[config.mk]
export PLATFORM = sky130hd
export DESIGN_NAME = ppf_port
export DESIGN_NICKNAME = d
export VERILOG_FILES = /design/src/rtl/ppf_fifo.v /design/src/rtl/ppf_port.v
export VERILOG_INCLUDE_DIRS = /design/src /design/src/rtl
export SDC_FILE = /design/constraint.sdc
export NUM_CORES = 1
export LEC_CHECK = 0
export BUFFER_PORTS_ARGS = -buffer_cell sky130_fd_sc_hd__buf_4
export CORE_AREA = 2 2 136 138
export CTS_BUF_LIST = sky130_fd_sc_hd__clkbuf_4
export DETAILED_ROUTE_END_ITERATION = 7
export DIE_AREA = 0 0 138 140
export GPL_ROUTABILITY_DRIVEN = 0
export PLACE_DENSITY = 0.72
export SLEW_MARGIN = 20
export SYNTH_ARGS = -nofsm -noshare
export SYNTH_HDL_FRONTEND = slang
export SYNTH_SLANG_ARGS = --single-unit
[constraint.sdc]
create_clock -name ref_clk_in -period 2.8 [get_ports ref_clk_in]
set_input_delay 0.84 -clock ref_clk_in [delete_from_list [all_inputs] [get_ports ref_clk_in]]
set_output_delay 0.84 -clock ref_clk_in [all_outputs]
set_load 0.02 [all_outputs]
[src/rtl/ppf_consts.vh]
// Purpose: constants for the parallel port fifo control block
// Assumes: plain register port, one 100 MHz clock
// Notes: offsets are word indices on the local register port
`ifndef PPF_CONSTS_VH
`define PPF_CONSTS_VH
// register offsets
`define PPF_OFS_DATA 3'h0
`define PPF_OFS_STATUS 3'h1
`define PPF_OFS_CONTROL 3'h2
`define PPF_OFS_FIFO 3'h3
`define PPF_OFS_ECR 3'h4
`define PPF_OFS_CFGA 3'h5
`define PPF_OFS_CFGB 3'h6
`define PPF_OFS_ADDRQ 3'h7
// extended control fields
`define PPF_ECR_MODE_HI 7
`define PPF_ECR_MODE_LO 5
`define PPF_ECR_ERRDIS 4
`define PPF_ECR_DMA_ENABLE_BIT 3
`define PPF_ECR_SVC 2
`define PPF_ECR_FULL 1
`define PPF_ECR_EMPTY 0
// reset values
`define PPF_ECR_RST 5'h01
`define PPF_CTRL_RST 8'h00
// modes
`define PPF_MODE_STD 3'h0
`define PPF_MODE_PS2 3'h1
`define PPF_MODE_FIFO 3'h2
`define PPF_MODE_ECP 3'h3
`define PPF_MODE_TEST 3'h6
`define PPF_MODE_CFG 3'h7
// control register bits
`define PPF_CTRL_DIR 5
`define PPF_CTRL_STROBE 0
`define PPF_CTRL_AUTOFD 1
// config bits
`define PPF_CFGA_BOTHIRQ 7
`define PPF_CFGB_COMPRESS 7
`define PPF_CFGB_IRQOK 6
// handshake timing
`define PPF_SETUP_NS 50
`define PPF_SETUP_CYC ((`PPF_SETUP_NS + 9) / 10)
`endif

[src/rtl/ppf_fifo.v]
// Purpose: flip-flop queue of port words with a tag bit
// Assumes: single clock, synchronous flush
// Notes: push ignored when full, pop ignored when empty
`timescale 1ns/100ps
`default_nettype none
module ppf_fifo #(
  parameter WIDTH = 9,
  parameter DEPTH = 16,
  parameter AW = 4
) (
  // clock and reset
  input wire ref_clk_in,
  input wire rst_in,
  // control
  input wire flush_in,
  input wire push_in,
  input wire [WIDTH-1:0] push_data_in,
  input wire pop_in,
  // status
  output wire [WIDTH-1:0] head_out,
  output wire full_out,
  output wire empty_out,
  output wire [AW:0] count_out
);
  reg [WIDTH-1:0] mem_q [0:DEPTH-1];
  reg [AW-1:0] wr_q;
  reg [AW-1:0] rd_q;
  reg [AW:0] cnt_q;
  wire do_push;
  wire do_pop;
  integer i;

  assign full_out = (cnt_q == DEPTH[AW:0]);
  assign empty_out = (cnt_q == {(AW+1){1'b0}});
  assign count_out = cnt_q;
  assign head_out = mem_q[rd_q];
  assign do_push = push_in && !full_out;
  assign do_pop = pop_in && !empty_out;

  // pointers wrap at depth; depth need not be a power of two
  always @(posedge ref_clk_in or posedge rst_in) begin
    if (rst_in) begin
      wr_q <= {AW{1'b0}};
      rd_q <= {AW{1'b0}};
      cnt_q <= {(AW+1){1'b0}};
    end else if (flush_in) begin
      wr_q <= {AW{1'b0}};
      rd_q <= {AW{1'b0}};
      cnt_q <= {(AW+1){1'b0}};
    end else begin
      if (do_push) begin
        wr_q <= (wr_q == DEPTH[AW-1:0] - 1'b1) ? {AW{1'b0}} : wr_q + 1'b1;
      end
      if (do_pop) begin
        rd_q <= (rd_q == DEPTH[AW-1:0] - 1'b1) ? {AW{1'b0}} : rd_q + 1'b1;
      end
      if (do_push && !do_pop) begin
        cnt_q <= cnt_q + 1'b1;
      end else if (do_pop && !do_push) begin
        cnt_q <= cnt_q - 1'b1;
      end
    end
  end

  // storage, no reset needed for data
  always @(posedge ref_clk_in) begin
    for (i = 0; i < DEPTH; i = i + 1) begin
      if (do_push && wr_q == i[AW-1:0]) begin
        mem_q[i] <= push_data_in;
      end
    end
  end
endmodule
`default_nettype wire

[src/rtl/ppf_port.v]
// Purpose: extended parallel port with fifo, modes and forward handshake
// Assumes: register port strobes one cycle, read data one cycle later
// Notes: byte-wide port words; reverse transfer logic is limited to test mode
// Functional notes
// RULE_01: idle after reset, full reads 0 and empty reads 1.
// RULE_02: writing 0x34 to extended control reads back 0x35.
// RULE_03: writing 0xf4 selects configuration mode, opening both config registers.
// RULE_04: config register A reports port word width of one, two or four bytes.
// RULE_05: config A bit 7 high means fault and service interrupts coexist safely.
// RULE_06: compression bit holds 1 only when compression is supported.
// RULE_07: config B bit 6 reads 0 whenever an interrupt conflict exists.
// RULE_08: interrupt and dma select fields may read as fixed zeros.
// RULE_09: direction bit writable in mode 001 and kept; mode 000 forces forward.
// RULE_10: test mode writes fill the fifo; full after exactly depth words.
// RULE_11: service bit 1 then 0 arms; forward test drain sets it at threshold.
// RULE_12: reverse test filling sets service bit at read threshold.
// RULE_13: selecting mode 001 clears the fifo.
// RULE_14: mode 011 sends data queue and address queue with hardware handshake.
// RULE_15: host waits for empty and busy low before changing mode.
// RULE_16: full and empty never both set; host reports it as an error.
// RULE_17: writing 0x74 sets service bit and error disable, masking interrupts.
// RULE_18: changing the mode discards any queued data.
// RULE_19: host refills full depth when empty, else only write threshold.
// RULE_20: after opening a channel, host leaves extended control at 0x34.
// RULE_21: extended control layout mode, errdis, dma, service, full, empty.
`timescale 1ns/100ps
`default_nettype none
`include "ppf_consts.vh"
module ppf_port #(
  parameter DEPTH = 16,
  parameter AW = 4,
  parameter [7:0] TX_LEVEL = 8'h08,
  parameter [7:0] RX_LEVEL = 8'h08,
  parameter [2:0] WORD_CODE = 3'h1,
  parameter BOTH_IRQ_OK = 1,
  parameter HAS_COMPRESS = 0
) (
  // clock and reset
  input wire ref_clk_in,
  input wire rst_in,
  // register port
  input wire [2:0] reg_addr_in,
  input wire [7:0] reg_wdata_in,
  input wire reg_wr_in,
  input wire reg_rd_in,
  output reg [7:0] reg_rdata_out,
  // peripheral pins
  input wire busy_in,
  input wire peripheral_error_line_in,
  input wire irq_conflict_in,
  output reg [7:0] pdata_out,
  output reg pdata_oe_out,
  output reg strobe_n_out,
  output reg autofd_n_out,
  // request lines
  output wire service_irq_out,
  output wire dma_request_line_out
);
  // ecr fields and software-owned control
  reg [2:0] mode_q;
  reg error_irq_disable_q;
  reg dma_enable_bit_q;
  reg service_irq_bit_q;
  reg svc_armed_q;
  reg [7:0] ctrl_q;
  reg [7:0] data_q;
  reg compress_q;
  reg [7:0] drained_q;
  // pin synchroniser stages
  reg busy_s1_q;
  reg busy_s2_q;
  reg err_s1_q;
  reg err_s2_q;
  reg cfl_s1_q;
  reg cfl_s2_q;

  // forward handshake state, one-hot
  localparam [3:0] HS_IDLE = 4'h1;
  localparam [3:0] HS_SETUP = 4'h2;
  localparam [3:0] HS_ACK = 4'h4;
  localparam [3:0] HS_DONE = 4'h8;
  reg [3:0] hs_q;
  reg [3:0] hs_d;
  reg [3:0] tmr_q;
  // load is one short of the setup time: the zero count is still setup
  localparam integer SETUP_CYCLES = `PPF_SETUP_CYC;
  localparam [3:0] SETUP_LOAD = SETUP_CYCLES[3:0] - 4'h1;

  // decoded register port strobes and mode
  wire wr_hit_ecr = reg_wr_in && reg_addr_in == `PPF_OFS_ECR;
  wire [2:0] new_mode = reg_wdata_in[`PPF_ECR_MODE_HI:`PPF_ECR_MODE_LO];
  wire mode_change = wr_hit_ecr && new_mode != mode_q;
  wire in_test = mode_q == `PPF_MODE_TEST;
  wire in_ecp = mode_q == `PPF_MODE_ECP;
  wire in_cfg = mode_q == `PPF_MODE_CFG;
  wire reverse = ctrl_q[`PPF_CTRL_DIR];

  // queue interface
  wire [8:0] head;
  wire full;
  wire empty;
  wire [AW:0] count;
  wire push;
  wire pop;
  wire flush;
  wire cpu_pop;
  wire hs_pop;
  wire hs_start;

  // data queue words carry the address tag in bit 8
  assign push = reg_wr_in && (
    (reg_addr_in == `PPF_OFS_FIFO && (in_ecp || in_test)) ||
    (reg_addr_in == `PPF_OFS_ADDRQ && in_ecp)); // [RULE_14] [RULE_10]
  assign cpu_pop = reg_rd_in && reg_addr_in == `PPF_OFS_FIFO && in_test;
  assign hs_pop = hs_q == HS_DONE;
  // head word goes out to the pins as setup begins
  assign hs_start = hs_q == HS_IDLE && hs_d == HS_SETUP;
  assign pop = cpu_pop || hs_pop;
  // mode change and entry to mode 001 both empty the queue
  assign flush = mode_change || (wr_hit_ecr && new_mode == `PPF_MODE_PS2); // [RULE_18] [RULE_13]

  ppf_fifo #(.WIDTH(9), .DEPTH(DEPTH), .AW(AW)) u_fifo (
    .ref_clk_in(ref_clk_in),
    .rst_in(rst_in),
    .flush_in(flush),
    .push_in(push),
    .push_data_in({reg_addr_in == `PPF_OFS_ADDRQ, reg_wdata_in}),
    .pop_in(pop),
    .head_out(head),
    .full_out(full),
    .empty_out(empty),
    .count_out(count)
  );

  assign service_irq_out = service_irq_bit_q == 1'b0 && svc_armed_q && !error_irq_disable_q;
  assign dma_request_line_out = dma_enable_bit_q && !service_irq_bit_q && in_ecp && !full &&
    !reverse;

  // pin synchronisers
  always @(posedge ref_clk_in or posedge rst_in) begin
    if (rst_in) begin
      busy_s1_q <= 1'b0;
      busy_s2_q <= 1'b0;
      err_s1_q <= 1'b1;
      err_s2_q <= 1'b1;
      cfl_s1_q <= 1'b0;
      cfl_s2_q <= 1'b0;
    end else begin
      busy_s1_q <= busy_in;
      busy_s2_q <= busy_s1_q;
      err_s1_q <= peripheral_error_line_in;
      err_s2_q <= err_s1_q;
      cfl_s1_q <= irq_conflict_in;
      cfl_s2_q <= cfl_s1_q;
    end
  end

  // control registers and service bit
  always @(posedge ref_clk_in or posedge rst_in) begin
    if (rst_in) begin
      mode_q <= `PPF_MODE_STD;
      error_irq_disable_q <= 1'b0;
      dma_enable_bit_q <= 1'b0;
      service_irq_bit_q <= 1'b0;
      svc_armed_q <= 1'b0;
      ctrl_q <= `PPF_CTRL_RST;
      data_q <= 8'h00;
      compress_q <= 1'b0;
      drained_q <= 8'h00;
    end else begin
      if (wr_hit_ecr) begin
        mode_q <= new_mode; // [RULE_03] [RULE_21]
        error_irq_disable_q <= reg_wdata_in[`PPF_ECR_ERRDIS]; // [RULE_17]
        dma_enable_bit_q <= reg_wdata_in[`PPF_ECR_DMA_ENABLE_BIT];
        // writing 1 masks; writing 0 after a 1 arms the service event
        svc_armed_q <= service_irq_bit_q && !reg_wdata_in[`PPF_ECR_SVC]; // [RULE_11]
      end
      // hardware set wins over the software clear in the same cycle
      if ((in_test && !reverse && cpu_pop && svc_armed_q && !service_irq_bit_q &&
          !empty && drained_q + 8'h01 == TX_LEVEL) ||
          (in_test && reverse && push && !full && svc_armed_q && !service_irq_bit_q &&
          {{(7-AW){1'b0}}, count} + 8'h01 == RX_LEVEL)) begin
        service_irq_bit_q <= 1'b1; // [RULE_11] [RULE_12]
      end else if (wr_hit_ecr) begin
        service_irq_bit_q <= reg_wdata_in[`PPF_ECR_SVC]; // [RULE_17]
      end
      // words removed since the service bit was armed
      if (wr_hit_ecr) begin
        drained_q <= 8'h00;
      end else if (cpu_pop && !empty) begin
        drained_q <= drained_q + 8'h01;
      end
      if (reg_wr_in && reg_addr_in == `PPF_OFS_CONTROL) begin
        ctrl_q <= reg_wdata_in;
        // only mode 001 may take the reverse setting
        if (mode_q == `PPF_MODE_STD) begin
          ctrl_q[`PPF_CTRL_DIR] <= 1'b0; // [RULE_09]
        end else if (mode_q != `PPF_MODE_PS2) begin
          ctrl_q[`PPF_CTRL_DIR] <= ctrl_q[`PPF_CTRL_DIR]; // [RULE_09]
        end
      end else if (wr_hit_ecr && new_mode == `PPF_MODE_STD) begin
        ctrl_q[`PPF_CTRL_DIR] <= 1'b0; // [RULE_09]
      end
      if (reg_wr_in && reg_addr_in == `PPF_OFS_DATA) begin
        data_q <= reg_wdata_in;
      end
      if (reg_wr_in && reg_addr_in == `PPF_OFS_CFGB && in_cfg) begin
        compress_q <= (HAS_COMPRESS != 0) && reg_wdata_in[`PPF_CFGB_COMPRESS]; // [RULE_06]
      end
    end
  end

  // forward handshake next state; host waits for a queued word and busy low
  always @* begin
    hs_d = hs_q;
    case (hs_q)
      HS_IDLE: begin
        if (in_ecp && !reverse && !empty && !busy_s2_q) begin
          hs_d = HS_SETUP; // [RULE_14] [RULE_15]
        end
      end
      HS_SETUP: begin
        if (tmr_q == 4'h0) begin
          hs_d = HS_ACK;
        end
      end
      HS_ACK: begin
        if (busy_s2_q) begin
          hs_d = HS_DONE;
        end
      end
      HS_DONE: begin
        hs_d = HS_IDLE;
      end
      default: begin
        hs_d = HS_IDLE;
      end
    endcase
    if (flush) begin
      hs_d = HS_IDLE;
    end
  end

  // setup timer: loaded as the word goes out, runs down to zero
  always @(posedge ref_clk_in or posedge rst_in) begin
    if (rst_in) begin
      tmr_q <= 4'h0;
    end else if (hs_start) begin
      tmr_q <= SETUP_LOAD;
    end else if (tmr_q != 4'h0) begin
      tmr_q <= tmr_q - 4'h1;
    end
  end

  // pins: data, strobe low while waiting for busy, autofd marks address words
  always @(posedge ref_clk_in or posedge rst_in) begin
    if (rst_in) begin
      hs_q <= HS_IDLE;
      pdata_out <= 8'h00;
      pdata_oe_out <= 1'b1;
      strobe_n_out <= 1'b1;
      autofd_n_out <= 1'b1;
    end else begin
      hs_q <= hs_d;
      pdata_oe_out <= !reverse;
      if (hs_start) begin
        pdata_out <= head[7:0];
        autofd_n_out <= !head[8]; // [RULE_14]
      end
      if (hs_q == HS_IDLE && !in_ecp) begin
        pdata_out <= data_q;
        autofd_n_out <= !ctrl_q[`PPF_CTRL_AUTOFD];
      end
      strobe_n_out <= (hs_d == HS_ACK) ? 1'b0 :
        (in_ecp ? 1'b1 : !ctrl_q[`PPF_CTRL_STROBE]);
    end
  end

  // register read mux; flags are status and ignore writes
  always @(posedge ref_clk_in or posedge rst_in) begin
    if (rst_in) begin
      reg_rdata_out <= 8'h00;
    end else if (reg_rd_in) begin
      case (reg_addr_in)
        `PPF_OFS_DATA: reg_rdata_out <= data_q;
        `PPF_OFS_STATUS: reg_rdata_out <= {!busy_s2_q, 3'h0, err_s2_q, 3'h0};
        `PPF_OFS_CONTROL: reg_rdata_out <= ctrl_q;
        `PPF_OFS_FIFO: reg_rdata_out <= in_test ? head[7:0] : 8'h00;
        `PPF_OFS_ECR: reg_rdata_out <= {mode_q, error_irq_disable_q, dma_enable_bit_q,
          service_irq_bit_q, full, empty}; // [RULE_01] [RULE_02] [RULE_16] [RULE_21]
        `PPF_OFS_CFGA: reg_rdata_out <= in_cfg ?
          {(BOTH_IRQ_OK != 0), WORD_CODE, 4'h0} : 8'h00; // [RULE_03] [RULE_04] [RULE_05]
        // select fields read zero: no routing resources here
        `PPF_OFS_CFGB: reg_rdata_out <= in_cfg ?
          {compress_q, !cfl_s2_q, 6'h00} : 8'h00; // [RULE_06] [RULE_07] [RULE_08]
        default: reg_rdata_out <= 8'h00;
      endcase
    end else begin
      reg_rdata_out <= 8'h00;
    end
  end
endmodule
`default_nettype wire

* Word-level counts from Yosys, hierarchy flattened
Memories as Yosys holds them, arrays and structs flattened. Index checks and enable logic that the tools add are counted.
Storage, ports and cells: register bits 77, memory bits (writable) 144, input bits 18, output and inout bits 21, word-level logic and storage cells 291, memories 1
Memory list:
- u_fifo.mem_q | depth 16, bits a word 9, read ports 1, clocked after Yosys merged registers in 0, wr ports 1, RTL line ppf_fifo.v:25 | reg [WIDTH-1:0] mem_q [0:DEPTH-1];
Operators by class: add/sub/neg operators 7, equal/unequal tests 39, mux-type cells 112, bitwise logic cells 1, reductions and logical operators 106
Operators with widths (count):
- 9-bit two-way mux | 15
- 9-bit OR reduction | 15
- 4-bit two-way mux | 27
- 1-bit two-way mux | 57
- 1-bit logical AND | 56
- 8-bit two-way mux | 7
- 8-bit one-hot mux with 7 select lines | 1
- 4-bit == test, second input constant | 10
- 4-bit by 3-bit == test with 1-bit output, second input constant | 6
- 3-bit == test, second input constant | 6
- 4-bit by 2-bit == test with 1-bit output, second input constant | 4
- 5-bit two-way mux | 3
- 1-bit zero test | 14
- 2-bit nonzero test | 7
- 4-bit one-hot mux with 3 select lines | 1
- 3-bit by 2-bit == test with 1-bit output, second input constant | 3
- 3-bit zero test | 3
- 4-bit by 1-bit adder with 4-bit output, second input constant | 2
- 8-bit by 1-bit adder with 8-bit output, second input constant | 1
- 4-bit by 1-bit == test with 1-bit output, second input constant | 2
- 8-bit by 4-bit == test with 1-bit output, second input constant | 1
- 4-bit zero test | 2
- 7-bit two-way mux | 1
- 5-bit by 1-bit adder with 6-bit output, second input constant | 1
- 15 further kinds | 20

* Logic depth before layout (Yosys ltp)
depth after elaboration 25, mapped depth 12, gate-level depth less buffers 10

* Cells and area by module
A second synthesis with hierarchy kept.
Second synthesis, totals: cells, all modules 671, area total of the unflattened synthesis 9805.7 µm²
By module, submodules not included:
- ppf_fifo | instances 1, cells an instance 331, area an instance 6356.1 µm², sequential area each 4649.5 µm²
- ppf_port | instances 1, cells an instance 340, area an instance 3449.6 µm², sequential area each 1609.0 µm²

* Least setup slack after synthesis
No wires, ideal clock.
path type input -> register, start input port reg_addr_in[2], end memory u_fifo.mem_q[3][0], enable pin, library setup time 0.403 ns, arrival time 2.862 ns, required time 2.397 ns, path slack -0.465 ns, cell stages on the path 6, path buffers 2, cells stage by stage buf_2 nor3b_2 a2bb2oi_2 nand2_1 buf_2 nor4b_1
On the way: cells in the longest elaborated chain, start to end 24, elaborated cells on any way between the ends 100, those cells by class eq/ne (2); mux (62); reduce/logical (36)
RTL lines:
- start, declared | RTL line ppf_port.v:42 | input wire [2:0] reg_addr_in,
- 3-bit by 2-bit == test with 1-bit output / 3-bit == test (equally long branches)
- 1-bit logical AND, on equally long branches | RTL line ppf_port.v:112, ppf_port.v:113
- 1-bit logical OR * | RTL line ppf_port.v:112 | (reg_addr_in == `PPF_OFS_FIFO && (in_ecp || in_test)) ||
- 1-bit logical AND * | RTL line ppf_port.v:111 | assign push = reg_wr_in && (
- 1-bit logical AND * | RTL line ppf_fifo.v:37 | assign do_push = push_in && !full_out;
- 1-bit logical AND | RTL line ppf_fifo.v:68 | if (do_push && wr_q == i[AW-1:0]) begin
- 1-bit two-way mux | RTL line ppf_fifo.v:68
- 1-bit two-way mux (implied by the code) | RTL line ppf_fifo.v:69 | mem_q[i] <= push_data_in;
- 9-bit OR reduction (no line)
- 4-bit two-way mux (no line) / 1-bit two-way mux (equally long branches) (15 in series)
- end, declared | RTL line ppf_fifo.v:25
Mark *: on every way between the ends. The rest lies on a longest branch, timed or not.

* Worst setup path in the final report
start register u_fifo.cnt_q[2] (netlist: u_fifo.count_out[2]), end output port dma_request_line_out
On the way: cells in the longest elaborated chain, start to end 4
RTL lines:
- start, declared | RTL line ppf_fifo.v:28 | reg [AW:0] cnt_q;
- start signal, assigned | RTL line ppf_fifo.v:45 | cnt_q <= {(AW+1){1'b0}};
- start signal, assigned | RTL line ppf_fifo.v:49 | cnt_q <= {(AW+1){1'b0}};
- start signal, assigned | RTL line ppf_fifo.v:58 | cnt_q <= cnt_q + 1'b1;
- 5-bit == test | RTL line ppf_fifo.v:33 | assign full_out = (cnt_q == DEPTH[AW:0]);
- 1-bit zero test | RTL line ppf_port.v:136 | assign dma_request_line_out = dma_enable_bit_q && !service_irq_bit_q && in_ecp && !full &&
- 1-bit logical AND (2 in series) | RTL line ppf_port.v:136
- end, declared | RTL line ppf_port.v:57 | output wire dma_request_line_out
No other way between the ends.

==> reports/summary.log <==
INFO  status         outcome=completed
INFO  global_routing grt_start_max_net_pins=41
INFO  drt            avgViaCountPerCell=5.847
INFO  finish         finish.instance_area=11,390µm²
INFO  synthesis      ranking_of_synthesized_cells_by_area=sky130_fd_sc_hd__edfxtp_1 45%, sky130_fd_sc_hd__dfrtp_1 18%, sky130_fd_sc_hd__mux4_2 8.2%, sky130_fd_sc_hd__mux2i_1 2.8%, sky130_fd_sc_hd__nand2_1 2.5%
INFO  timing         setup_viol=0
INFO  floorplanning  floorplan.initialDensity=54.08%
INFO  drt            ant_nets=0
INFO  timing         finalHoldWorstSlack=257.2ps
INFO  timing         finalWorstPathRequiredPeriod=2708ps
INFO  clock_tree     tritoncts=yes
INFO  synthesis      synth_seq_cells=221
INFO  timing         finalHoldViolations=0
INFO  worst_setup_path crit_path_dat=1870ps
INFO  synthesis      netlist.area_leader.share=44.97%
INFO  synthesis      post_synth_num_cell_types=68
INFO  synthesis      yosysSeqAreaShare=65.09%
INFO  worst_setup_path cp.depth=4
INFO  floorplanning  die_boundary_width=138µm
INFO  clock_tree     clk-insertion-delay-late=660ps
INFO  placed_design  placed_cell_area=10,580µm²
INFO  synthesis      post_synth_most_frequent_cells=144 x sky130_fd_sc_hd__edfxtp_1, 71 x sky130_fd_sc_hd__dfrtp_1, 65 x sky130_fd_sc_hd__nand2_1
INFO  finish         layout.filler_cells=1,290
INFO  worst_setup_path r2r_cells=11
INFO  worst_setup_path cp_slowest_cell=sky130_fd_sc_hd__dfrtp_2
INFO  drt            drt_wl_total=22,030µm
INFO  synthesis      synth-main-ff-cell=sky130_fd_sc_hd__edfxtp_1
INFO  synthesis      async_s_r_ff_share_synth=34.84%
INFO  synthesis      synth_edf_count=144
INFO  hold_path      worst_min_path_class=in -> async
INFO  finish         synthToLayoutAreaGrowth=18.44%
INFO  pwr            p_leak=4.423nW
INFO  synthesis      post-synth-top-count-cell=sky130_fd_sc_hd__edfxtp_1
INFO  clock_tree     cts.hold.buffers_added=0
INFO  worst_setup_path timing.critical_path.fanout_max=4
INFO  floorplanning  fp.dieArea=19,320µm²
INFO  timing         worst_slew_pin_slew=660.7ps
INFO  global_routing grt_pass1_vias=6,361
INFO  worst_setup_path criticalPathCategory=reg -> out
INFO  global_routing grt_overflow=0
INFO  clock_tree     cts_htree_levels=2
INFO  worst_setup_path cp-end-kind=primary output
INFO  timing         finalMaxSlewViolations=0
INFO  synthesis      yosys_warnings=0
INFO  floorplanning  ios=39
INFO  clock_tree     clockRootBuffer=sky130_fd_sc_hd__clkbuf_4
INFO  drt            routed-via-count=6,133
INFO  drt            detail_route.first_pass.iterations=5
INFO  timing         worst_slew_margin_rel=55.79%
INFO  clock_tree     cts_sinks=221
INFO  floorplanning  die_height=140µm
INFO  job            timing.max_cap.violations=0
INFO  worst_setup_path timing.critical_path.cells=nor4_4, nand2_2, and4b_1, buf_6
INFO  timing         final.setup_skew=29.34ps
INFO  worst_setup_path cp.buffers_inverters=1
INFO  drt            average_detailed_routed_wire_length_per_instance=21.00µm
INFO  finish         final_util=64.05%
INFO  clock_tree     clkSlewWorstSetupHoldPaths=60ps
INFO  finish         finish.net_count=806
INFO  worst_setup_path setup.worst_path.start_class=flip-flop
INFO  worst_setup_path critical-path-top-delay-family=simple AND/OR/NAND/NOR gates
INFO  placed_design  placed_cells_incl_taps=938
INFO  synthesis      synthesis.area_per_instance=14.73µm²
INFO  synthesis      postSynthCellCount=653
INFO  timing         setup_total_negative_slack=0ps
INFO  floorplanning  floorplan.core_area=17,780µm²
INFO  pwr            peakVddDrop=0.0005177V
INFO  finish         share_of_final_layout_standard_cells_stronger_than_drive_strength_1=31.91%
INFO  drt            drt_first_iter_violations=660
INFO  finish         stdcell_count=1,049
INFO  pwr            power-per-cell-area=701.5nW/µm²
INFO  floorplanning  row_count=49
INFO  clock_tree     cts-buffers-inserted=55
INFO  timing         clock.fmax=369.3MHz
INFO  worst_setup_path worst_ep_required_time=1960ps
INFO  placed_design  placement.io_buffers=38
INFO  global_routing grt_antenna_before_repair=1
INFO  synthesis      synth_net_count=684
INFO  global_routing wire_length_of_the_first_global_routing_pass=34,900µm
INFO  synthesis      synthesis.area=9615µm²
INFO  placed_design  dp.final_hpwl=14,870µm
INFO  timing         min_period_over_period=96.70%
INFO  worst_setup_path cpPeakStageDelay=440ps
INFO  clock_tree     cts_buffer_depth=3
INFO  synthesis      synth_top_area_cell=sky130_fd_sc_hd__edfxtp_1
INFO  drt            drc=0
INFO  worst_setup_path r2r_setup_slack=170ps
INFO  global_routing grtUsageTotal=23.27%
[cells in the final DEF, fill, tap and decap left out, drive strengths merged, types with 7 or more instances in the layout]
cell | synthesis | routed
and3 | 10 | 10
clkinv | 0 | 15
mux4 | 35 | 35
nor2 | 40 | 40
nand3 | 13 | 13
edfxtp | 144 | 144
o21ai | 22 | 22
nand2b | 13 | 13
nor3 | 7 | 7
buf | 21 | 97
mux2 | 14 | 14
clkbuf | 11 | 84
mux2i | 27 | 27
nand2 | 65 | 65
and2 | 11 | 11
xor2 | 7 | 7
inv | 10 | 10
ha | 12 | 12
a22oi | 16 | 16
dfrtp | 71 | 71
a21oi | 24 | 24
[power breakdown]
group / leakage (nW) / switching, mW / total [mW] / internal [mW]
clock: 0.431 / 1.22 / 2.68 / 1.46
combinational: 1.72 / 0.782 / 1.40 / 0.620
sequential: 2.27 / 0.206 / 3.91 / 3.70
[area by class of cell]
cell class / count / area (µm²) / share of cell area (%)
Clock buffer: 84 / 630.6 / 5.537
Timing Repair Buffer: 97 / 873.3 / 7.669
Tap cell: 229 / 286.5 / 2.516
Multi-Input combinational cell: 390 / 3203 / 28.13
Sequential cell: 221 / 6262 / 54.99
Inverter: 10 / 38.79 / 0.3406
Clock inverter: 16 / 88.84 / 0.7800
Antenna cell: 2 / 5.005 / 0.04395
[registers in the layout (all words and copies together) (netlist names), 3 cells and up]
name,cells
u_fifo.mem_q,144
reg_rdata_out,8
tmr_q,4
u_fifo.rd_q,4
drained_q,8
ctrl_q,8
u_fifo.wr_q,4
pdata_out,8
u_fifo.count_out,5
hs_q,4
mode_q,3
data_q,8
[path summary, 6_finish.rpt]
| kind | start | to |
|---|---|---|
| max | u_fifo.count_out[2] | dma_request_line_out |
| min | rst_in | reg_rdata_out[2] |
| max reg2reg | u_fifo.count_out[2] | u_fifo.count_out[4] |
| min reg2reg | cfl_s1_q | cfl_s2_q |
| max in group asynchronous | rst_in | strobe_n_out |
| min in group ref_clk_in | busy_in | busy_s1_q |
[kinds of logic (layout without fill, tap and decap cells)]
group           after synthesis  count (layout)  synth area share [%]
flops                       221             221                 65.09
simple gates                191             191                 10.27
compound gates               99              99                 7.170
mux                          76              76                 12.65
buf+inv                      42             207                 1.978
fa+ha+maj                    13              13                 1.770
xor+xnor                     11              11                 1.080
other cells                   0               2                     0
[through the flow]
step / worst slack, ps / power (mW)
2_1_floorplan: -440.2 / 4.719
3_3_place_gp: -54.91 / 5.177
3_5_place_dp: -151.4 / 5.246
4_1_cts: 21.06 / 8.006
5_1_grt: -1.259 / 8.382
6_report: 92.45 / 7.989
[routing by layer]
| metal | up-vias | GRT usage [%] | share of wire, % |
|---|---|---|---|
| met5 | - | 0 | 0 |
| met4 | 0 | 8.110 | 2.6 |
| met3 | 43 | 5.026 | 5.6 |
| met2 | 201 | 38.04 | 49 |
| met1 | 3101 | 31.37 | 42 |
| li1 | 2788 | - | - |
[repair_timing]
item,in CTS,in global routing
gates resized for setup,3,3
setup buffers,3,6
endpoints found under the hold margin,0,0
cloned,0,0
setup endpoints to repair,1,1
pin swaps,2,4
Note: power is estimated with default switching activity, not from simulation.
